## src/hw/flash_pin_pkg.sv

```systemverilog
// shared constants and types for the flash host-bus pin control
package flash_pin_pkg;
  localparam int ADDR_W = 23;
  localparam int DATA_W = 16;
  localparam int CFG_W = 16;
  localparam int WAIT_POL_BIT = 10;
  localparam int PIN_CTRL_W = 6;
  localparam int PIN_W = PIN_CTRL_W + ADDR_W + DATA_W;
  // positions of the control pins in the synchronised bundle
  localparam int P_CS = 0;
  localparam int P_OE = 1;
  localparam int P_WE = 2;
  localparam int P_ADV = 3;
  localparam int P_BCLK = 4;
  localparam int P_WP = 5;
  localparam logic [ADDR_W-1:0] ADDR_RST = 23'h000000;
  localparam logic [DATA_W-1:0] DATA_RST = 16'h0000;
  localparam logic [ADDR_W-1:0] BURST_STEP = 23'h000001;
  // idle pin levels: selects, strobes and protect high, bus clock low
  localparam logic [PIN_W-1:0] PIN_RST = 45'h00000000002F;
  // bus phase, gray coded along idle -> address -> burst -> write
  typedef enum logic [1:0] {
    PH_IDLE = 2'b00,
    PH_ADDR = 2'b01,
    PH_BURST = 2'b11,
    PH_WRITE = 2'b10
  } phase_e;
endpackage

```

## src/hw/pin_bus_if.sv

```systemverilog
// synchronised host pins passed from the synchroniser to the controller
`timescale 1ns/1ps
interface pin_bus_if;
  import flash_pin_pkg::*;
  logic [PIN_W-1:0] raw;
  logic [PIN_W-1:0] synced;
  modport sync_side (input raw, output synced);
  modport ctrl_side (output raw, input synced);
endinterface

```

## src/hw/flash_pin_ctrl.sv

```systemverilog
// host-bus pin control of the flash die: strobes, address capture, burst, wait and write protect
`timescale 1ns/1ps
// Overview of operation
// address and data word are captured on the rising edge of write strobe.
// synchronous mode uses the bus clock to advance the burst address.
// sync read captures address on address-valid rise or first clock edge while low.
// async mode latches on address-valid rise, flows through while it is low.
// data-ready asserted level comes from wait_polarity_bit, config bit 10.
// data-ready driven only while chip select and output enable are low.
// sync burst reads assert data-ready while data invalid; host samples when deasserted.
// data-ready stays deasserted in async page reads and all writes.
// write protect low enforces lock-down; unlock of locked-down block refused.
// write protect high disables lock-down, unlocks may release such blocks.
// RAM output enable, write strobe and byte enables are ignored.
// chip select high deselects die, standby, data and data-ready float.
// data drivers enabled only while output enable is low.
// leaving reset enters async read-array; reset low disables all operation.
// address-valid, bus clock and write strobe ignored while chip select high.
module flash_pin_ctrl (
  input wire logic clk,
  input wire logic resetn,
  input wire logic chip_sel_n,
  input wire logic out_en_n,
  input wire logic write_n,
  input wire logic address_valid_n,
  input wire logic bus_clk,
  input wire logic write_protect_n,
  input wire logic [flash_pin_pkg::ADDR_W-1:0] addr,
  input wire logic [flash_pin_pkg::DATA_W-1:0] dq_in,
  input wire logic ram_out_en_n,
  input wire logic ram_write_n,
  input wire logic ram_upper_byte_n,
  input wire logic ram_lower_byte_n,
  input wire logic [flash_pin_pkg::CFG_W-1:0] read_config_reg,
  input wire logic sync_mode_sel,
  input wire logic array_data_valid,
  input wire logic [flash_pin_pkg::DATA_W-1:0] array_rd_data,
  input wire logic unlock_req,
  input wire logic block_locked_down,
  output logic [flash_pin_pkg::DATA_W-1:0] dq_out,
  output logic dq_oe,
  output logic wait_out,
  output logic wait_oe,
  output logic [flash_pin_pkg::ADDR_W-1:0] array_addr,
  output logic addr_captured,
  output logic [flash_pin_pkg::ADDR_W-1:0] wr_addr,
  output logic [flash_pin_pkg::DATA_W-1:0] wr_data,
  output logic wr_strobe,
  output logic unlock_grant,
  output logic lockdown_on,
  output logic die_active,
  output logic sync_mode
);
  import flash_pin_pkg::*;

  ////////////////////////////////////////////////////////////////
  // reset release through two flops
  logic rst_meta_q;
  logic rst_n;
  always_ff @(posedge clk or negedge resetn) begin
    if (!resetn) begin
      rst_meta_q <= 1'b0;
      rst_n <= 1'b0;
    end else begin
      rst_meta_q <= 1'b1;
      rst_n <= rst_meta_q;
    end
  end

  ////////////////////////////////////////////////////////////////
  // pin synchroniser; the ram pins are deliberately not sampled
  pin_bus_if pins ();
  assign pins.raw = {dq_in, addr, write_protect_n, bus_clk, address_valid_n, write_n, out_en_n, chip_sel_n};

  pin_sync u_sync (
    .clk(clk),
    .rst_n(rst_n),
    .pins(pins)
  );

  // field selection from the synchronised bundle
  wire cs_n_s = pins.synced[P_CS];
  wire oe_n_s = pins.synced[P_OE];
  wire we_n_s = pins.synced[P_WE];
  wire adv_n_s = pins.synced[P_ADV];
  wire bclk_s = pins.synced[P_BCLK];
  wire wp_n_s = pins.synced[P_WP];
  wire [ADDR_W-1:0] addr_s = pins.synced[PIN_CTRL_W +: ADDR_W];
  wire [DATA_W-1:0] data_s = pins.synced[PIN_CTRL_W + ADDR_W +: DATA_W];

  ////////////////////////////////////////////////////////////////
  // previous values for edge detection
  logic we_n_prev_q;
  logic adv_n_prev_q;
  logic bclk_prev_q;
  always_ff @(posedge clk or negedge rst_n) begin
    if (!rst_n) begin
      we_n_prev_q <= 1'b1;
      adv_n_prev_q <= 1'b1;
      bclk_prev_q <= 1'b0;
    end else begin
      we_n_prev_q <= we_n_s;
      adv_n_prev_q <= adv_n_s;
      bclk_prev_q <= bclk_s;
    end
  end

  // strobe events, all but the address-valid fall gated by chip select
  wire selected = !cs_n_s;
  wire we_rise = selected && we_n_s && !we_n_prev_q;
  wire adv_rise = selected && adv_n_s && !adv_n_prev_q;
  wire adv_fall = !adv_n_s && adv_n_prev_q;
  wire bclk_rise = selected && bclk_s && !bclk_prev_q;
  wire reading = selected && !oe_n_s && we_n_s;

  ////////////////////////////////////////////////////////////////
  // bus phase tracking
  phase_e phase_q;
  phase_e phase_d;
  logic held_q;
  logic mode_q;
  logic [ADDR_W-1:0] base_q;
  logic [ADDR_W-1:0] offset_q;

  // sync capture: first of address-valid rise or clock edge while low
  wire sync_cap = mode_q && !held_q && (adv_rise || (bclk_rise && !adv_n_s));
  wire async_cap = !mode_q && adv_rise;
  wire capture = sync_cap || async_cap;
  // burst advances only on clock edges once the address is held
  wire advance = mode_q && held_q && adv_n_s && bclk_rise && reading;

  always_comb begin
    phase_d = phase_q;
    unique case (phase_q)
      PH_IDLE: begin
        if (selected && !adv_n_s) begin
          phase_d = PH_ADDR;
        end else if (selected && !we_n_s) begin
          phase_d = PH_WRITE;
        end
      end
      PH_ADDR: begin
        if (!selected) begin
          phase_d = PH_IDLE;
        end else if (capture || held_q) begin
          phase_d = PH_BURST;
        end
      end
      PH_BURST: begin
        if (!selected) begin
          phase_d = PH_IDLE;
        end else if (!we_n_s) begin
          phase_d = PH_WRITE;
        end else if (adv_fall) begin
          phase_d = PH_ADDR;
        end
      end
      PH_WRITE: begin
        if (!selected || we_rise) begin
          phase_d = PH_IDLE;
        end
      end
    endcase
  end

  // flow-through address while address-valid is low in async mode
  wire flow = !mode_q && selected && !adv_n_s;
  wire [ADDR_W-1:0] addr_d = flow ? addr_s : (base_q + offset_q);

  ////////////////////////////////////////////////////////////////
  // mode, capture and burst state; reset leaves async read-array
  always_ff @(posedge clk or negedge rst_n) begin
    if (!rst_n) begin
      phase_q <= PH_IDLE;
      mode_q <= 1'b0;
      held_q <= 1'b0;
      base_q <= ADDR_RST;
      offset_q <= ADDR_RST;
    end else begin
      phase_q <= phase_d;
      mode_q <= sync_mode_sel;
      // capture wins over a same-cycle valid fall, else the clock recaptures
      if (capture) begin
        held_q <= 1'b1;
      end else if (adv_fall || !selected) begin
        held_q <= 1'b0;
      end
      if (capture) begin
        base_q <= addr_s;
        offset_q <= ADDR_RST;
      end else if (advance) begin
        offset_q <= offset_q + BURST_STEP;
      end
    end
  end

  ////////////////////////////////////////////////////////////////
  // write capture on the strobe rising edge
  always_ff @(posedge clk or negedge rst_n) begin
    if (!rst_n) begin
      wr_addr <= ADDR_RST;
      wr_data <= DATA_RST;
      wr_strobe <= 1'b0;
    end else begin
      wr_strobe <= we_rise;
      if (we_rise) begin
        wr_addr <= addr_s;
        wr_data <= data_s;
      end
    end
  end

  ////////////////////////////////////////////////////////////////
  // data-ready and data drivers
  wire wt_pol = read_config_reg[WAIT_POL_BIT];
  // busy only for sync reads; async page and writes keep it deasserted
  wire busy = mode_q && reading && (phase_q != PH_WRITE) && !array_data_valid;
  wire wait_lvl = wt_pol ? busy : !busy;
  wire drive = selected && !oe_n_s;

  // write-protect gates lock-down on unlock requests
  wire lock_on = !wp_n_s;
  wire grant = unlock_req && (!block_locked_down || !lock_on);

  always_ff @(posedge clk or negedge rst_n) begin
    if (!rst_n) begin
      dq_out <= DATA_RST;
      dq_oe <= 1'b0;
      wait_out <= 1'b0;
      wait_oe <= 1'b0;
      array_addr <= ADDR_RST;
      addr_captured <= 1'b0;
      unlock_grant <= 1'b0;
      lockdown_on <= 1'b1;
      die_active <= 1'b0;
      sync_mode <= 1'b0;
    end else begin
      dq_out <= array_rd_data;
      dq_oe <= drive && we_n_s;
      wait_out <= wait_lvl;
      wait_oe <= drive;
      array_addr <= addr_d;
      addr_captured <= capture;
      unlock_grant <= grant;
      lockdown_on <= lock_on;
      die_active <= selected;
      sync_mode <= mode_q;
    end
  end
endmodule // flash_pin_ctrl

```

## src/hw/pin_sync.sv

```systemverilog
// two-stage synchroniser bank for all host pins but the ram pins
`timescale 1ns/1ps
module pin_sync (
  input wire logic clk,
  input wire logic rst_n,
  pin_bus_if.sync_side pins
);
  import flash_pin_pkg::*;

  ////////////////////////////////////////////////////////////////
  // one pair of flops per pin; first stage feeds only the second
  genvar i;
  generate
    for (i = 0; i < PIN_W; i++) begin : g_bit
      logic meta_q;
      logic stable_q;
      always_ff @(posedge clk or negedge rst_n) begin
        if (!rst_n) begin
          meta_q <= PIN_RST[i];
          stable_q <= PIN_RST[i];
        end else begin
          meta_q <= pins.raw[i];
          stable_q <= meta_q;
        end
      end
      assign pins.synced[i] = stable_q;
    end
  endgenerate
endmodule // pin_sync

```

## config.mk

```make
export PLATFORM = sky130hd
export DESIGN_NAME = flash_pin_ctrl
export DESIGN_NICKNAME = d
export VERILOG_FILES = /design/src/hw/flash_pin_pkg.sv /design/src/hw/pin_bus_if.sv /design/src/hw/flash_pin_ctrl.sv /design/src/hw/pin_sync.sv
export SDC_FILE = /design/constraint.sdc
export NUM_CORES = 1
export LEC_CHECK = 0
export BUFFER_PORTS_ARGS = -buffer_cell sky130_fd_sc_hd__buf_4
export CORE_UTILIZATION = 59
export DETAILED_ROUTE_END_ITERATION = 7
export PLACE_DENSITY_LB_ADDON = 0.1
export SETUP_SLACK_MARGIN = 0.1
export SYNTH_ARGS = -nofsm -noshare
export SYNTH_HDL_FRONTEND = slang
export SYNTH_SLANG_ARGS = --single-unit
```

## constraint.sdc

```tcl
create_clock -name clk -period 13 [get_ports clk]
set_input_delay 1.3 -clock clk [delete_from_list [all_inputs] [get_ports clk]]
set_output_delay 1.3 -clock clk [all_outputs]
set_load 0.005 [all_outputs]
```

# Word-level counts from Yosys, hierarchy flattened
# Cells that the tools add are included.
# word_totals
reg_bits	232
elab_cells	186
# classes
addsub	2
n_eq_ne	8
n_mux	15
n_reduce_logical	48
# op_table
operator	count
$mux W23	3
$logic_and A1 B1 Y1	25
$add A23 B1 Y23 const B	1
$add A23 B23 Y23	1
$mux W2	8
$logic_not A1 Y1	13
$pmux W2 S4	1
$logic_or A1 B1 Y1	6
$eq A2 B2 Y1 const B	2
$ne A2 B2 Y1 const B	2
$ne A4 B3 Y1 const B	1
$reduce_and A4 Y1	1
$reduce_bool A2 Y1	2
$mux W1	3
$ne A3 B2 Y1 const B	1
$ne A3 B3 Y1 const B	1
$eq A2 B1 Y1 const B	1
$logic_not A2 Y1	1

# Logic depth before layout (Yosys ltp)
# logic_depth
word_depth	11
mapped_depth	9
mapped_depth_nobuf	9

# Hierarchy
# From an unflattened synthesis, not the netlist that was laid out.
# unflattened
hier_cells	741
hier_area_um2	9137.5
# by_module_without_submodules
mod	instances	cells_per_inst	area_each_um2
flash_pin_ctrl	1	606	6535.0
pin_sync	1	135	2602.5

# Least setup slack after synthesis
# OpenSTA, ideal clock, no wires.
# synth_path
kind	register -> register
startpoint	register offset_q[0]
endpoint	register array_addr[16] (netlist bit)
setup_time_ns	0.086
t_arrival_ns	2.064
t_required_ns	12.914
slack_ns	10.850
stages_incl_launch_ff	10
n_path_buf	0
path_cell_list	dfrtp_1 ha_1 inv_1 fa_1 nor2b_1 o2111ai_1 a21oi_1 nor2_1 o311a_1 nor3_1
# synth_between
elab_chain_len	2
# synth_rtl
element	line_no	rtl
start: declaration	flash_pin_ctrl.sv:123	logic [ADDR_W-1:0] offset_q;
start signal: assignment	flash_pin_ctrl.sv:192	offset_q <= offset_q + BURST_STEP;
$add A23 B23 Y23	flash_pin_ctrl.sv:168	wire [ADDR_W-1:0] addr_d = flow ? addr_s : (base_q + offset_q);
$mux W23	flash_pin_ctrl.sv:168	
net addr_d[16]	flash_pin_ctrl.sv:168	
end signal: assignment	flash_pin_ctrl.sv:242	array_addr <= addr_d;
end: declaration	flash_pin_ctrl.sv:44	output logic [flash_pin_pkg::ADDR_W-1:0] array_addr,
# The timed path passes the listed nets, and every way through them passes these cells.
# A chain may end at the register's enable or synchronous reset.

# Worst setup path after layout
# layout_path
startpoint	register u_sync.g_bit[0].stable_q
endpoint	register offset_q[22]
# layout_between
elab_chain_len	8
elab_cells_between_ends	16
# layout_rtl
element	line_no	rtl
start: declaration	pin_sync.sv:16	logic stable_q;
start signal: assignment	pin_sync.sv:20	stable_q <= PIN_RST[i];
start signal: assignment	pin_sync.sv:23	stable_q <= meta_q;
$logic_not A1 Y1 (*)	flash_pin_ctrl.sv:109	wire selected = !cs_n_s;
$logic_and A1 B1 Y1 (2 in a row)	flash_pin_ctrl.sv:113	wire bclk_rise = selected && bclk_s && !bclk_prev_q;
$logic_and A1 B1 Y1	flash_pin_ctrl.sv:126	wire sync_cap = mode_q && !held_q && (adv_rise || (bclk_rise && !adv_n_s));
$logic_or A1 B1 Y1	flash_pin_ctrl.sv:126	
$logic_and A1 B1 Y1	flash_pin_ctrl.sv:126	
$logic_or A1 B1 Y1	flash_pin_ctrl.sv:128	wire capture = sync_cap || async_cap;
$mux W23 / $reduce_bool A2 Y1 (equally long branches)	--	
# Mark *: on every way between the ends. The rest lies on a longest branch, timed or not.

==> qor.csv <==
stage;metric;value;unit
run_status;outcome;finished, final reports clean;
cts;clk_pin_slew_worst_paths;0.06;ns
detailed_routing;first_pass_iters;5;
power;power;0.00177;W
yosys;synth_area_per_cell;12.4;µm²
cts;numCtsBuffers;24;
power;power_frac_seq;0.477;
cts;clockBufferDepth;3;
yosys;ys_seq_elements;232;
yosys;netlist.area_leader.share;0.618;
power;ir_worst_vdd;0.000155;V
yosys;ys_seq_area_frac;0.656;
finish;final_layout_size_suffix_gt1_frac;0.289;
finish;fin_nets;988;
yosys;ys.flop_type;dfrtp_1;
timing;tightest_slew;1.18;ns
placement;placed_cells;1035;
detailed_routing;avgRoutedWirePerCell;18.2;µm
yosys;syn_nets;827;
finish;fin_cells;1079;
detailed_routing;vias_per_cell;5.64;
global_routing;grt_pass1_vias;6393;
timing;fin_setup_tns;0;ns
global_routing;grt_use_total;0.260;
critical_path;start_kind;flop;
critical_path;cp-end-kind;flop;
cts;cts_hold_buffers;0;
timing;period_share;0.221;
power;internal-power;0.00134;W
detailed_routing;drc_errors;0;
global_routing;grt_start_max_net_pins;85;
critical_path;critical_path_peak_fanout;45;
yosys;ys_top_cells_by_area;dfrtp_1 62%, mux2_2 5.0%, nand2_1 4.5%, dfstp_2 3.9%, ha_1 3.2%;
yosys;synth-edff-count;0;
detailed_routing;via_count;6086;
floorplan;num_rows;44;
critical_path;required;13.46;ns
power;p_sw_frac;0.244;
timing;period_needed;2.88;ns
timing;finalHoldViolations;0;
finish;syn2layout_area_growth;24.5;%
detailed_routing;first_iter_violations;457;
floorplan;dieArea;15500;µm²
critical_path;crit_arrival;3.34;ns
detailed_routing;ant_nets;0;
floorplan;die_h;125;µm
floorplan;initial_core_util;0.608;
placement;gp_congestion;0.846;
timing;setup_viol;0;
critical_path;path_class;flop to flop;
flow_run;cap_violations;0;
cts;cts.repair.resized;0;
finish;layout_common_cells;218 x dfrtp_1, 160 x buf_4, 107 x nand2_1;
timing;finClkSkew;0.00983;ns
floorplan;dieWidth;125;µm
finish;postLayoutCoreUtil;0.757;
timing;rsz0062_at_grt;false;
yosys;synth.distinct_cells;57;
yosys;netlist_area;8870;µm²
cts;insertion_delay;0.53;ns
yosys;yosys_warnings;0;
cts;cts_tree;built;
finish;diodes;0;
yosys;yosys.area.top_type;dfrtp_1;
cts;root_buffer;clkbuf_16;
cts;clock-sinks;232;
yosys;netlist_instances;716;
hold_path;hold_class;flop to flop;
power;p_leak;5.22;nW
power;power_density;160;nW/µm²
power;p_clk_frac;0.396;
floorplan;core-area;14600;µm²
yosys;ys_async_sr_fraction;1.00;
power;combPwrFrac;0.127;
timing;timing.fmax;348;MHz
timing;slew_violations;0;
placement;io_buffers;154;
global_routing;grt_pass1_wl;32300;µm
placement;hpwlAfterDp;12900;µm
detailed_routing;wirelength;19600;µm
cts;cts_setup_buffers;0;
global_routing;antenna_found_initial;0;
finish;layout_commonest_cell;dfrtp_1;
cts;h-tree-depth;1;
timing;slew_headroom;0.212;
global_routing;overflow;0;
power;power.switching;0.000431;W
floorplan;io_pins;174;
critical_path;reg2reg_slack;10.12;ns
==> power groups by stage <==
stage	Combinational, W	Sequential (W)	Clock, W
after global routing	0.000246	0.000853	0.000738
after detailed placement	0.000223	0.000854	0
after global placement	0.000215	0.000848	0
after floorplan	0.000104	0.000854	0
final	0.000224	0.000843	0.000699
after CTS	0.000227	0.000844	0.000710
==> state kept, by name, summed over array words and instances (netlist names), 2 cells and up <==
name / flops
array_addr: 23
base_q: 23
dq_out: 16
offset_q: 23
phase_q: 2
u_sync.g_bit.meta_q: 45
u_sync.g_bit.stable_q: 45
wr_addr: 23
wr_data: 16
==> layer usage <==
metal	GRT usage	wire length (µm)	vias up
li1	-	-	2803
met1	0.334	8200	3046
met2	0.447	9930	191
met3	0.0490	982	46
met4	0.0829	527	0
met5	0.00654	0	-
==> through the flow <==
step	cell area, µm²	worst slack, ns	hold WS (ns)
6_report	11000	10.12	0.346
5_1_grt	11000	9.93	0.351
4_1_cts	11000	10.09	0.348
3_5_place_dp	10200	10.10	0.335
3_3_place_gp	10200	10.25	0.332
2_1_floorplan	8870	6.08	0.331
==> final timing paths <==
| path | startpoint | endpoint | depth (start not counted) |
|---|---|---|---|
| min | rst_meta_q | rst_n | 0 |
| max | u_sync.g_bit[0].stable_q | offset_q[22] | 6 |
| max in group asynchronous | rst_n | base_q[17] | 1 |
| min reg2reg | rst_meta_q | rst_n | 0 |
| min in group asynchronous | rst_n | dq_out[9] | 0 |
| max reg2reg | u_sync.g_bit[0].stable_q | offset_q[22] | 6 |
==> cell type report <==
class / count / area, µm²
Timing Repair Buffer: 160 / 1200
Inverter: 12 / 45.0
Tap cell: 184 / 230
Multi-Input combinational cell: 447 / 2920
Clock inverter: 8 / 158
Sequential cell: 232 / 5830
Fill cell: 906 / 3550
Clock buffer: 36 / 666
==> cell usage after synthesis (11+ instances only) <==
| master | n |
|---|---|
| xor2_1 | 17 |
| clkbuf_1 | 17 |
| xnor2_1 | 11 |
| nand3_1 | 11 |
| a21oi_1 | 37 |
| nand2_1 | 107 |
| dfstp_2 | 13 |
| nand4_1 | 16 |
| mux2_2 | 39 |
| ha_1 | 23 |
| dfrtp_1 | 219 |
| nor3_1 | 15 |
| inv_1 | 12 |
| nor2_1 | 44 |
| o21ai_0 | 21 |
==> kinds of logic (layout without fill, tap and decap cells) <==
kind of cell	after synthesis	count (layout)	share of synthesized area
xor gates and xnor gates	28	28	0.0276
adders and majority gates	24	24	0.0347
other	1	1	0.000423
buffers and inverters	37	216	0.0162
muxes	41	41	0.0518
AOI/OAI and AO/OA	112	112	0.0791
and+or+nand+nor	241	241	0.134
DFF	232	232	0.656
==> critical path, stage by stage (launching register included) <==
cell	delay (ns)
dfstp_2	0.73
nor2_1	0.09
nand2_1	0.87
inv_1	0.25
buf_4	0.37
or3_1	0.41
nand2_1	0.07
(Power assumes the default switching activity.)
